**src/shared/iod_pkg.sv**
```systemverilog
/*
  Constants, types and decode functions for the 64-location I/O register space.
  Assumes one core clock and an execution unit that issues at most one access per cycle.
*/
`default_nettype none
package iod_pkg;
  localparam int IO_LOCS = 64;
  localparam int IO_ADDR_W = 6; // 64 locations, no more
  localparam int BIT_ADDR_W = 5; // bit ops reach the low 32 only
  localparam int PORT_COUNT = 4;
  localparam int PORT_STRIDE = 3; // pins, direction, latch per port
  localparam int DATA_W = 16;

  typedef logic [IO_ADDR_W-1:0] iod_addr_t;
  typedef logic [7:0] iod_byte_t;
  typedef logic [IO_LOCS-1:0][7:0] iod_image_t;
  typedef logic [PORT_COUNT-1:0][7:0] iod_ports_t;

  // data-space windows
  localparam logic [DATA_W-1:0] DATA_IO_FIRST = 16'h0020;
  localparam logic [DATA_W-1:0] DATA_IO_LAST = 16'h005F;
  localparam logic [DATA_W-1:0] DATA_EXT_FIRST = 16'h0060;
  localparam logic [DATA_W-1:0] DATA_EXT_LAST = 16'h00FF;
  localparam iod_byte_t IO_RESET_VALUE = 8'h00;

  // native offsets
  localparam iod_addr_t A_PORT_A_INPUT_PINS = 6'h00;
  localparam iod_addr_t A_TIMER0_EVENT_FLAGS = 6'h15;
  localparam iod_addr_t A_TIMER1_EVENT_FLAGS = 6'h16;
  localparam iod_addr_t A_TIMER2_EVENT_FLAGS = 6'h17;
  localparam iod_addr_t A_PIN_CHANGE_GROUP_FLAGS = 6'h1B;
  localparam iod_addr_t A_EXTERNAL_IRQ_FLAGS = 6'h1C;
  localparam iod_addr_t A_EXTERNAL_IRQ_MASK = 6'h1D;
  localparam iod_addr_t A_GENERAL_SCRATCH_0 = 6'h1E;
  localparam iod_addr_t A_EEPROM_CONTROL = 6'h1F;
  localparam iod_addr_t A_EEPROM_DATA = 6'h20;
  localparam iod_addr_t A_EEPROM_ADDRESS_LOW = 6'h21;
  localparam iod_addr_t A_EEPROM_ADDRESS_HIGH = 6'h22;
  localparam iod_addr_t A_TIMER_PRESCALER_SYNC_CTRL = 6'h23;
  localparam iod_addr_t A_TIMER0_CONTROL_A = 6'h24;
  localparam iod_addr_t A_TIMER0_CONTROL_B = 6'h25;
  localparam iod_addr_t A_TIMER0_COUNT_VALUE = 6'h26;
  localparam iod_addr_t A_TIMER0_COMPARE_A = 6'h27;
  localparam iod_addr_t A_TIMER0_COMPARE_B = 6'h28;
  localparam iod_addr_t A_GENERAL_SCRATCH_1 = 6'h2A;
  localparam iod_addr_t A_GENERAL_SCRATCH_2 = 6'h2B;
  localparam iod_addr_t A_SERIAL_PERIPH_CONTROL = 6'h2C;
  localparam iod_addr_t A_SERIAL_PERIPH_STATE = 6'h2D;
  localparam iod_addr_t A_SERIAL_PERIPH_SHIFT_DATA = 6'h2E;
  localparam iod_addr_t A_COMPARATOR_CONTROL_STATE = 6'h30;
  localparam iod_addr_t A_DEBUG_EXCHANGE = 6'h31;
  localparam iod_addr_t A_SLEEP_MODE_CONTROL = 6'h33;
  localparam iod_addr_t A_RESET_CAUSE_FLAGS = 6'h34;
  localparam iod_addr_t A_CORE_MISC_CONTROL = 6'h35;
  localparam iod_addr_t A_PORT_LAST = 6'h0B;

  typedef enum logic [3:0] {
    OP_IDLE, OP_IO_READ, OP_IO_WRITE, OP_MEM_READ, OP_MEM_WRITE,
    OP_SET_BIT, OP_CLEAR_BIT, OP_SKIP_IF_SET, OP_SKIP_IF_CLEAR
  } iod_op_t;

  typedef struct packed {
    iod_op_t op;
    iod_addr_t io_addr;
    logic [BIT_ADDR_W-1:0] bit_addr;
    logic [2:0] bit_sel;
    logic [DATA_W-1:0] data_addr;
    iod_byte_t wdata;
  } iod_req_t;

  typedef struct packed {
    logic valid;
    logic hit;
    logic skip;
    iod_byte_t rdata;
  } iod_rsp_t;

  typedef struct packed {
    logic rd;
    logic wr;
    logic [7:0] addr;
    iod_byte_t wdata;
  } iod_ext_t;

  typedef struct packed {
    iod_image_t regs;
    iod_ports_t pin_meta;
    iod_ports_t pin_sync;
    iod_rsp_t rsp;
    iod_ext_t ext;
  } iod_state_t;

  // implemented bits per location; all else reads zero
  function automatic iod_byte_t impl_mask(input iod_addr_t a);
    if (a <= A_PORT_LAST) return 8'hFF;
    case (a)
      A_TIMER0_EVENT_FLAGS, A_TIMER2_EVENT_FLAGS, A_EXTERNAL_IRQ_FLAGS,
      A_EXTERNAL_IRQ_MASK: return 8'h07;
      A_TIMER1_EVENT_FLAGS: return 8'h27;
      A_PIN_CHANGE_GROUP_FLAGS, A_EEPROM_ADDRESS_HIGH, A_SLEEP_MODE_CONTROL: return 8'h0F;
      A_EEPROM_CONTROL: return 8'h3F;
      A_TIMER_PRESCALER_SYNC_CTRL: return 8'h83;
      A_TIMER0_CONTROL_A, A_CORE_MISC_CONTROL: return 8'hF3;
      A_TIMER0_CONTROL_B: return 8'hCF;
      A_SERIAL_PERIPH_STATE: return 8'hC1;
      A_RESET_CAUSE_FLAGS: return 8'h1F;
      A_GENERAL_SCRATCH_0, A_EEPROM_DATA, A_EEPROM_ADDRESS_LOW, A_TIMER0_COUNT_VALUE,
      A_TIMER0_COMPARE_A, A_TIMER0_COMPARE_B, A_GENERAL_SCRATCH_1, A_GENERAL_SCRATCH_2,
      A_SERIAL_PERIPH_CONTROL, A_SERIAL_PERIPH_SHIFT_DATA, A_COMPARATOR_CONTROL_STATE,
      A_DEBUG_EXCHANGE: return 8'hFF;
      default: return 8'h00;
    endcase
  endfunction

  // flags cleared by writing one
  function automatic iod_byte_t w1c_mask(input iod_addr_t a);
    case (a)
      A_TIMER0_EVENT_FLAGS, A_TIMER1_EVENT_FLAGS, A_TIMER2_EVENT_FLAGS,
      A_PIN_CHANGE_GROUP_FLAGS, A_EXTERNAL_IRQ_FLAGS: return impl_mask(a);
      A_COMPARATOR_CONTROL_STATE: return 8'h10;
      default: return 8'h00;
    endcase
  endfunction

  // bits that follow a hardware level and ignore writes
  function automatic iod_byte_t ro_mask(input iod_addr_t a);
    if (a <= A_PORT_LAST && (int'(a) % PORT_STRIDE) == 0) return 8'hFF;
    case (a)
      A_SERIAL_PERIPH_STATE: return 8'hC0;
      A_COMPARATOR_CONTROL_STATE: return 8'h20;
      default: return 8'h00;
    endcase
  endfunction

  // bits a hardware event may set
  function automatic iod_byte_t set_mask(input iod_addr_t a);
    if (a == A_RESET_CAUSE_FLAGS) return impl_mask(a);
    return w1c_mask(a);
  endfunction

  // store a written byte: levels kept, flags cleared by ones, plain bits stored
  function automatic iod_byte_t apply_write(input iod_byte_t old, input iod_byte_t wv,
                                            input iod_addr_t a);
    iod_byte_t plain;
    plain = impl_mask(a) & ~ro_mask(a) & ~w1c_mask(a);
    return (old & ro_mask(a)) | (old & w1c_mask(a) & ~wv) | (wv & plain);
  endfunction
endpackage
`default_nettype wire

```
**src/verilog/iod_io_space.sv**
```systemverilog
/*
  Decoder and access logic of the 64-location I/O register space: native port
  reads and writes, data-space aliases, bit set, clear and test, flag clearing.
  Assumes requests come from the execution unit on ref_clk_i, one per cycle,
  and that peripherals drive their event and level inputs on the same clock.
*/
`default_nettype none
module iod_io_space (
  input wire logic ref_clk_i,
  input wire logic sys_rst_i,
  input wire iod_pkg::iod_req_t req_i,
  input wire iod_pkg::iod_ports_t pins_i,
  input wire iod_pkg::iod_image_t hw_set_i,
  input wire iod_pkg::iod_image_t hw_status_i,
  output iod_pkg::iod_rsp_t rsp_o,
  output iod_pkg::iod_ext_t ext_o,
  output iod_pkg::iod_image_t io_image_o
);

  iod_pkg::iod_state_t st;
  iod_pkg::iod_state_t next_st;

  // readable view of one location, reserved bits forced low
  function automatic iod_pkg::iod_byte_t read_io(input iod_pkg::iod_image_t regs,
                                                 input iod_pkg::iod_addr_t a);
    return regs[a] & iod_pkg::impl_mask(a);
  endfunction

  // whole next state; response and extended request are one-cycle pulses
  always_comb begin
    iod_pkg::iod_addr_t sel;
    iod_pkg::iod_addr_t idx;
    iod_pkg::iod_byte_t cur;
    iod_pkg::iod_byte_t wval;
    logic [iod_pkg::DATA_W-1:0] rel;
    logic in_io;
    logic do_wr;
    sel = '0;
    idx = '0;
    cur = '0;
    wval = '0;
    rel = '0;
    in_io = 1'b0;
    do_wr = 1'b0;
    next_st = st;
    next_st.rsp = '0;
    next_st.ext = '0;

    // pins pass three flops (two sync stages, then the image) before any read; first stage feeds only the second
    next_st.pin_meta = pins_i;
    next_st.pin_sync = st.pin_meta;

    // address decode: which native location, if any, the request names
    case (req_i.op)
      iod_pkg::OP_IO_READ, iod_pkg::OP_IO_WRITE: begin
        sel = req_i.io_addr;
        in_io = 1'b1;
      end
      iod_pkg::OP_MEM_READ, iod_pkg::OP_MEM_WRITE: begin
        rel = req_i.data_addr - iod_pkg::DATA_IO_FIRST;
        if (req_i.data_addr >= iod_pkg::DATA_IO_FIRST &&
            req_i.data_addr <= iod_pkg::DATA_IO_LAST) begin
          sel = rel[iod_pkg::IO_ADDR_W-1:0];
          in_io = 1'b1;
        end
      end
      iod_pkg::OP_SET_BIT, iod_pkg::OP_CLEAR_BIT,
      iod_pkg::OP_SKIP_IF_SET, iod_pkg::OP_SKIP_IF_CLEAR: begin
        // five-bit field cannot name anything above 0x1F
        sel = {1'b0, req_i.bit_addr};
        in_io = 1'b1;
      end
      default: begin
        in_io = 1'b0;
      end
    endcase

    cur = read_io(st.regs, sel);

    // action: read data, write value, skip decision, extended forward
    case (req_i.op)
      iod_pkg::OP_IO_READ: begin
        next_st.rsp.rdata = cur;
      end
      iod_pkg::OP_IO_WRITE: begin
        wval = req_i.wdata;
        do_wr = 1'b1;
      end
      iod_pkg::OP_MEM_READ: begin
        if (in_io) begin
          next_st.rsp.rdata = cur;
        end
        // extended range reached only from here and from OP_MEM_WRITE
        if (req_i.data_addr >= iod_pkg::DATA_EXT_FIRST &&
            req_i.data_addr <= iod_pkg::DATA_EXT_LAST) begin
          next_st.ext.rd = 1'b1;
          next_st.ext.addr = req_i.data_addr[7:0];
        end
      end
      iod_pkg::OP_MEM_WRITE: begin
        wval = req_i.wdata;
        do_wr = in_io;
        if (req_i.data_addr >= iod_pkg::DATA_EXT_FIRST &&
            req_i.data_addr <= iod_pkg::DATA_EXT_LAST) begin
          next_st.ext.wr = 1'b1;
          next_st.ext.addr = req_i.data_addr[7:0];
          next_st.ext.wdata = req_i.wdata;
        end
      end
      iod_pkg::OP_SET_BIT: begin
        // read-modify-write of the whole byte, as the core does it
        wval = cur;
        wval[req_i.bit_sel] = 1'b1;
        do_wr = 1'b1;
      end
      iod_pkg::OP_CLEAR_BIT: begin
        wval = cur;
        wval[req_i.bit_sel] = 1'b0;
        do_wr = 1'b1;
      end
      iod_pkg::OP_SKIP_IF_SET: begin
        next_st.rsp.skip = cur[req_i.bit_sel];
        next_st.rsp.rdata = cur;
      end
      iod_pkg::OP_SKIP_IF_CLEAR: begin
        next_st.rsp.skip = ~cur[req_i.bit_sel];
        next_st.rsp.rdata = cur;
      end
      default: begin
        do_wr = 1'b0;
      end
    endcase

    next_st.rsp.valid = (req_i.op != iod_pkg::OP_IDLE);
    next_st.rsp.hit = in_io;

    // flags read as one and written back as one get cleared here
    if (do_wr) begin
      next_st.regs[sel] = iod_pkg::apply_write(st.regs[sel], wval, sel);
    end

    // hardware levels, then events; an event in the clearing cycle wins
    for (int a = 0; a < iod_pkg::IO_LOCS; a++) begin
      idx = iod_pkg::iod_addr_t'(a);
      next_st.regs[a] = (next_st.regs[a] & ~iod_pkg::ro_mask(idx)) |
                        (hw_status_i[a] & iod_pkg::ro_mask(idx)) |
                        (hw_set_i[a] & iod_pkg::set_mask(idx));
    end

    // input-pin locations show the synchronised pins
    for (int k = 0; k < iod_pkg::PORT_COUNT; k++) begin
      idx = iod_pkg::iod_addr_t'(int'(iod_pkg::A_PORT_A_INPUT_PINS) + iod_pkg::PORT_STRIDE * k);
      next_st.regs[idx] = st.pin_sync[k];
    end
  end

  // single state register; reset clears every location
  always_ff @(posedge ref_clk_i or posedge sys_rst_i) begin
    if (sys_rst_i) begin
      st <= '0;
    end else begin
      st <= next_st;
    end
  end

  // outputs straight from the state flops
  assign rsp_o = st.rsp;
  assign ext_o = st.ext;
  assign io_image_o = st.regs;

endmodule
`default_nettype wire
```
**config.mk**
```make
export PLATFORM = sky130hd
export DESIGN_NAME = iod_io_space
export DESIGN_NICKNAME = d
export VERILOG_FILES = /design/src/shared/iod_pkg.sv /design/src/verilog/iod_io_space.sv
export SDC_FILE = /design/constraint.sdc
export NUM_CORES = 1
export LEC_CHECK = 0
export ABC_AREA = 1
export BUFFER_PORTS_ARGS = -buffer_cell sky130_fd_sc_hd__buf_2
export CAP_MARGIN = 25
export CORE_AREA = 2 2 633 635
export CTS_CLUSTER_DIAMETER = 100
export DETAILED_ROUTE_END_ITERATION = 8
export DIE_AREA = 0 0 635 637
export PLACE_DENSITY = 0.3
export SLEW_MARGIN = 5
export SYNTH_ARGS = -nofsm -noshare
export SYNTH_HDL_FRONTEND = slang
export SYNTH_SLANG_ARGS = --single-unit
```
**constraint.sdc**
```tcl
create_clock -name ref_clk_i -period 70.4 [get_ports ref_clk_i]
set_input_delay 21.12 -clock ref_clk_i [delete_from_list [all_inputs] [get_ports ref_clk_i]]
set_output_delay 21.12 -clock ref_clk_i [all_outputs]
set_load 0.02 [all_outputs]
```
### After elaboration in Yosys (flattened, before gate mapping)

Memories as Yosys holds them, arrays and structs flattened.
Cells that the tools add are included.

| word-level totals | value |
|---|---|
| bits in registers | 605 |
| output and inout bits | 541 |
| memories | 4 |
| memory bits (writable) | 0 |
| latch bits | 0 |
| bits in read-only memories | 2048 |

Memory list:

| memory | words | bits a word | read ports | clocked after Yosys merged registers in | wr ports | line | RTL |
|---|---|---|---|---|---|---|---|
| (no name shown) | 64 | 8 | 1 | 0 | 0 | iod_pkg.sv:96 | `case (a)` |
| (no name shown) | 64 | 8 | 1 | 0 | 0 | iod_pkg.sv:96 |  |
| (no name shown) | 64 | 8 | 1 | 0 | 0 | iod_pkg.sv:96 |  |
| (no name shown) | 64 | 8 | 1 | 0 | 0 | iod_pkg.sv:96 |  |

| operators by class | value |
|---|---|
| divide/modulo/power cells | 1 |
| eq/ne operators | 15 |
| multipliers | 0 |
| bitwise gates (word level) | 25 |
| $lt $le $gt $ge | 9 |
| shifts and indexed selects | 0 |
| reductions and logical operators | 15 |
| muxes and demuxes | 46 |
| add/subtract/negate cells | 1 |

Operators with widths:

| operator | number |
|---|---|
| 512-bit bitwise mux | 1 |
| 424-bit 2-to-1 mux | 1 |
| 8-bit 2-to-1 mux | 16 |
| 8-bit one-hot mux with 2 select lines | 5 |
| 8-bit bitwise AND | 8 |
| 8-bit binary-select mux with 6-bit select | 1 |
| 8-bit demux with 6-bit select | 1 |
| 32-bit logical NOT | 1 |
| 7-bit by 3-bit remainder unit with 32-bit output (second input constant) | 1 |
| 8-bit inverter | 4 |
| 6-bit by 5-bit == test with 1-bit output (second input constant) | 5 |
| 8-bit by 3-bit OR with 8-bit output | 3 |
| 8-bit OR | 3 |
| 8-bit one-hot mux with 3 select lines | 1 |
| 6-bit one-hot mux with 3 select lines | 1 |
| 17-bit 2-to-1 mux | 1 |
| 4-bit by 3-bit == test with 1-bit output (second input constant) | 4 |
| 16-bit by 6-bit >= comparator with 1-bit output (second input constant) | 1 |
| 16-bit by 7-bit >= comparator with 1-bit output (second input constant) | 1 |
| 16-bit by 7-bit <= comparator with 1-bit output (second input constant) | 1 |
| 16-bit by 8-bit <= comparator with 1-bit output (second input constant) | 1 |
| 8-bit by 5-bit OR with 8-bit output | 2 |
| 8-bit by 6-bit OR with 8-bit output | 2 |
| 6-bit == test (second input constant) | 2 |
| 24 further kinds | 45 |

### Logic depth before layout (Yosys ltp)

| depth | value |
|---|---|
| word-level depth | 20 |
| gate-level depth with buffers | 47 |
| mapped depth without buffers | 45 |

### Worst setup path after synthesis

Ideal clock, no wire load.

| timing path | value |
|---|---|
| kind | input to register |
| start | input req_i[20] in the netlist's numbering |
| end | register st, in the netlist io_image_o[409] |
| setup time | 0.149 ns |
| required time | 70.251 ns |
| slack | 44.647 ns |
| arrival time | 25.604 ns |
| path buffers | 2 |
| cell stages on the path | 43 |
| cells stage by stage | nor2_1 > nand2_1 > nor2_2 > nand4_2 > nand3_4 > ha_1 > inv_1 > nand2_2 > nand2_4 > nand4_2 > nand2_2 > inv_1 > ha_1 > inv_1 > nand2_2 > inv_2 > nand3_4 > nand2_1 > [7 not listed] > nand2_4 > buf_8 > nand2_1 > nand2_1 > ha_1 > inv_1 > nand4_1 > nand2_1 > nand2_1 > nand2_1 > nand3_1 > nor2_4 > nand2_4 > nand2_1 > nand3_2 > buf_2 > nand2_1 > o21ai_1 |

| between the ends | value |
|---|---|
| word-level cells in the longest chain between the ends | 17 |

Ends and longest elaborated chain:

| element | line | RTL |
|---|---|---|
| from (decl) | iod_io_space.sv:11 | `input wire iod_pkg::iod_req_t req_i,` |
| 16-bit by 6-bit >= comparator with 1-bit output / 16-bit by 7-bit <= comparator with 1-bit output (equally long branches) | iod_io_space.sv:61, iod_io_space.sv:62 |  |
| 1-bit logical AND (*) | iod_io_space.sv:61 | `if (req_i.data_addr >= iod_pkg::DATA_IO_FIRST &&` |
| 6-bit 2-to-1 mux | iod_io_space.sv:61 |  |
| 6-bit one-hot mux with 3 select lines | iod_io_space.sv:54 | `case (req_i.op)` |
| 7-bit by 3-bit remainder unit with 32-bit output | iod_pkg.sv:127 | `if (a <= A_PORT_LAST && (int'(a) % PORT_STRIDE) == 0) return 8'hFF;` |
| 32-bit logical NOT | iod_pkg.sv:127 |  |
| 1-bit logical AND | iod_pkg.sv:127 |  |
| 1-bit 2-to-1 mux | iod_pkg.sv:127 |  |
| 1-bit 2-to-1 mux | iod_io_space.sv:138 | `if (do_wr) begin` |
| 8-bit 2-to-1 mux | iod_pkg.sv:128 | `case (a)` |
| 8-bit 2-to-1 mux | iod_io_space.sv:138 |  |
| 8-bit inverter | iod_pkg.sv:145 | `plain = impl_mask(a) & ~ro_mask(a) & ~w1c_mask(a);` |
| 8-bit bitwise AND (2 in series) | iod_pkg.sv:145 |  |
| 8-bit bitwise AND | iod_pkg.sv:146 | `return (old & ro_mask(a)) \| (old & w1c_mask(a) & ~wv) \| (wv & plain);` |
| 8-bit OR | iod_pkg.sv:146 |  |
| 512-bit bitwise mux | iod_io_space.sv:139 | `next_st.regs[sel] = iod_pkg::apply_write(st.regs[sel], wval, sel);` |
| to (signal assigned) | iod_io_space.sv:162 | `st <= next_st;` |
| to (decl) | iod_io_space.sv:20 | `iod_pkg::iod_state_t st;` |

Every way passes the cells marked *; elsewhere a longest branch is shown, timed or not. The select of a mux whose other input is x is not followed.
A chain may end at the register's enable or synchronous reset.

### Worst setup path after layout

| timing path | value |
|---|---|
| start | input req_i[41] in the netlist's numbering |
| end | register st, in the netlist io_image_o[392] |

| between the ends | value |
|---|---|
| word-level cells in the longest chain between the ends | 16 |

Ends and longest elaborated chain:

| element | line |
|---|---|
| 4-bit == test, or another cell as far along | iod_io_space.sv:54 |
| 4-bit OR reduction, or another cell as far along | n/a |
| 6-bit one-hot mux with 3 select lines | iod_io_space.sv:54 |
| 7-bit by 3-bit remainder unit with 32-bit output | iod_pkg.sv:127 |
| 32-bit logical NOT | iod_pkg.sv:127 |
| 1-bit logical AND | iod_pkg.sv:127 |
| 1-bit 2-to-1 mux | iod_pkg.sv:127 |
| 1-bit 2-to-1 mux | iod_io_space.sv:138 |
| 8-bit 2-to-1 mux | iod_pkg.sv:128 |
| 8-bit 2-to-1 mux | iod_io_space.sv:138 |
| 8-bit inverter | iod_pkg.sv:145 |
| 8-bit bitwise AND (2 in series) | iod_pkg.sv:145 |
| 8-bit bitwise AND | iod_pkg.sv:146 |
| 8-bit OR | iod_pkg.sv:146 |
| 512-bit bitwise mux | iod_io_space.sv:139 |

Parallel ways exist; a longest one is shown, timed or not. The select of a mux whose other input is x is not followed.

==> impl_metrics.toml <==
[run_status]
status = "completed"

[worst_hold_path]
hp-class = "reg -> reg"

[synthesis]
yosys.area.top_type_share = 0.584
netlist_top_cells_count = "847 x nand2_1, 605 x dfrtp_1, 390 x inv_1"
synth_enable_flop_cells = 0
ys_seq_area_frac = 0.584
yosysMostFrequentCell = "nand2_1"
netlist_top_cells_area = "dfrtp_1 58%, nand2_1 12%, inv_1 5.6%, nor2_1 5.6%, a22oi_1 3.9%"
async_reset_ff_frac = 1.00
syn-cell-area_sq_mm = 0.0259
synth.avg_cell_area_sq_um = 8.74
synth_seq_cells = 605
yosysWarnings = 0
synthDistinctLibCells = 49
synthCells = 2966
ys.flop_type = "dfrtp_1"
syn_nets = 4070
yosys.area.top_type = "dfrtp_1"

[worst_setup_path]
start_kind = "input port"
worst_ep_arrival_time_ps = 28220
critPathRequiredTime_ps = 71050
end_kind = "flop"
critPathKind = "in -> reg"
cp_max_fo = 39

[clock_tree]
clockBufferDepth = 4
cts-root-buf = "clkbuf_16"
post-cts-setup-buffers = 0
clock_sinks = 605
insertion_delay_ps = 890
cts_tree = "built"
ctsHoldBuffers = 0
cts_buffers = 89
post_cts_resized = 0
h-tree-depth = 3
clk_pin_slew_worst_paths_ps = 60

[grt]
grt_first_pass_wirelength_mm = 265
grt_remaining_overflow = 0
grt_pass1_vias = 25285
grt_max_degree = 148
track_usage = 0.0995
antenna_found_initial = 59

[sta]
finalSetupViolations = 0
finalCritPeriodShare = 0.392
min_period_ps = 27570
finalClockSkew_ps = 143
setup_tns_ps = 0
max_slew.worst_pin.slew_ps = 1160
grt_setup_unrepaired = "false"
fmax_ghz = 0.0363
slew_headroom = 0.228
drv_slew = 0
finalHoldViolCount = 0

[drt]
initialDrtViolationCount = 1910
drtPass1Iterations = 6
viasPerCell = 2.72
drc = 0
via_count = 24645
wl_per_cell_um = 22.9
totalWireLength_mm = 207
drt.antenna.violating_nets = 0

[finish]
drive_gt1_frac = 0.266
num-nets-final = 4823
fin_cells = 9066
area_growth_pct = 51.7

[pwr]
combPwrFrac = 0.149
p_int_mw = 0.674
peakVddDrop_uv = 14.8
power_frac_clock = 0.481
total_leakage_power_nw = 18.0
power_switching_mw = 0.312
seq_power_share = 0.370
cellPowerDensity_mw_per_mm2 = 25.1
swShare = 0.317

[die]
die_h_um = 637
die_w_um = 635
ios = 1641
start_util = 0.0652
core_region_area_sq_mm = 0.398
num_rows = 232
fp.dieArea_sq_mm = 0.404

[placement]
place_inst = 8890
dp_hpwl_mm = 170
port_buffers = 642
place.gp.congestion = 0.834

[run]
maxCapViolations = 0
==> cells by family after synthesis <==
| kind of cell | Yosys count | synth area share |
|---|---|---|
| flip-flops | 605 | 0.584 |
| buffers and inverters | 508 | 0.0786 |
| AND/OR/NAND/NOR | 1399 | 0.223 |
| AO/OA/AOI/OAI | 449 | 0.113 |
| XOR/XNOR | 1 | 0.000338 |
| adder cells (fa/ha/maj) | 4 | 0.00193 |
==> cells in the final DEF (no fill, tap or decap), drive strengths merged, types with 2 or more instances in the layout <==
cell type and count:
clkinvlp 4, nand4 21, bufinv 10, a221oi 2, buf 754, inv 412
o221ai 19, clkinv 27, clkbuf 120, a21boi 4, o21ai 124, o22ai 100
ha 4, dfrtp 605, nand2 882, nor2 398, a41oi 16, a21oi 40
nand3b 2, a22oi 134, diode 16, o211ai 3, nor3 36, nor4 3
nand3 56, a211oi 2
==> power by group through the flow <==
stage	logic, mW	registers (mW)	clock network [mW]
after floorplan	0.0591	0.379	0
after global placement	0.154	0.371	0
after detailed placement	0.153	0.371	0
after CTS	0.154	0.365	0.493
after global routing	0.160	0.366	0.504
final	0.147	0.364	0.474
==> state kept, by name, summed over array words and instances, names as in the netlist <==
register,count
ext_o,18
next_st,64
rsp_o,11
io_image_o,512
==> final timing paths <==
path / from / to / slack (ps) / depth (start not counted)
hold / removal: next_st[147]$_DFF_PP0_ / io_image_o[54]$_DFF_PP0_ / 290 / 0
setup / recovery: req_i[41] / io_image_o[392]$_DFFE_PP0P_ / 42830 / 26
hold reg to reg: next_st[147]$_DFF_PP0_ / io_image_o[54]$_DFF_PP0_ / 290 / 0
min in group asynchronous: sys_rst_i / next_st[170]$_DFF_PP0_ / 20360 / 2
setup reg to reg: io_image_o[128]$_DFFE_PP0P_ / io_image_o[392]$_DFFE_PP0P_ / 65550 / 16
max in group asynchronous: sys_rst_i / io_image_o[264]$_DFFE_PP0P_ / 46640 / 6
==> per-stage QoR <==
step	hold WS [ps]	setup slack, ps	power [mW]	util	area (sq um)
after floorplan	331	32340	0.439	-	25900
after global placement	332	41850	0.524	0.0911	36300
after detailed placement	335	41880	0.524	0.0912	36300
after CTS	287	42720	1.01	0.0987	39300
after global routing	295	42590	1.03	0.0988	39300
final	292	42830	0.986	0.0989	39400
==> final cells by class <==
type	instances	area, sq um
Tap cell	5265	6590
Clock inverter	37	519
Timing Repair Buffer	754	4100
Multi-Input combinational cell	1853	8910
Antenna cell	16	40.0
Clock buffer	120	2470
Fill cell	46224	359000
Inverter	416	1580
Sequential cell	605	15100
==> routing by layer <==
metal | GRT usage | routed length [um] | vias up
met3 | 0.0420 | 20500 | 229
met2 | 0.163 | 95600 | 975
met5 | 0 | 24 | -
met4 | 0.0290 | 6480 | 4
met1 | 0.118 | 84700 | 12405
li1 | - | - | 11032
==> critical path, stage by stage <==
cell	delay, ps
buf_2	120
inv_1	50
nand2_1	100
nor2_1	90
nor2_2	180
nand2_4	100
nand2_1	70
nand3_1	530
nand2_4	600
clkinv_2	680
buf_4	540
a22oi_1	260
nand2_1	240
nand2_1	140
nand3_1	80
a21oi_1	180
o22a_1	480
nand2_1	300
nand2_1	280
nand2_1	80
a22oi_1	450
nor2_1	80
nand3_1	150
nand3_4	720
nand2_1	260
nand2_1	80
Note: power is estimated with default switching activity, not from simulation.
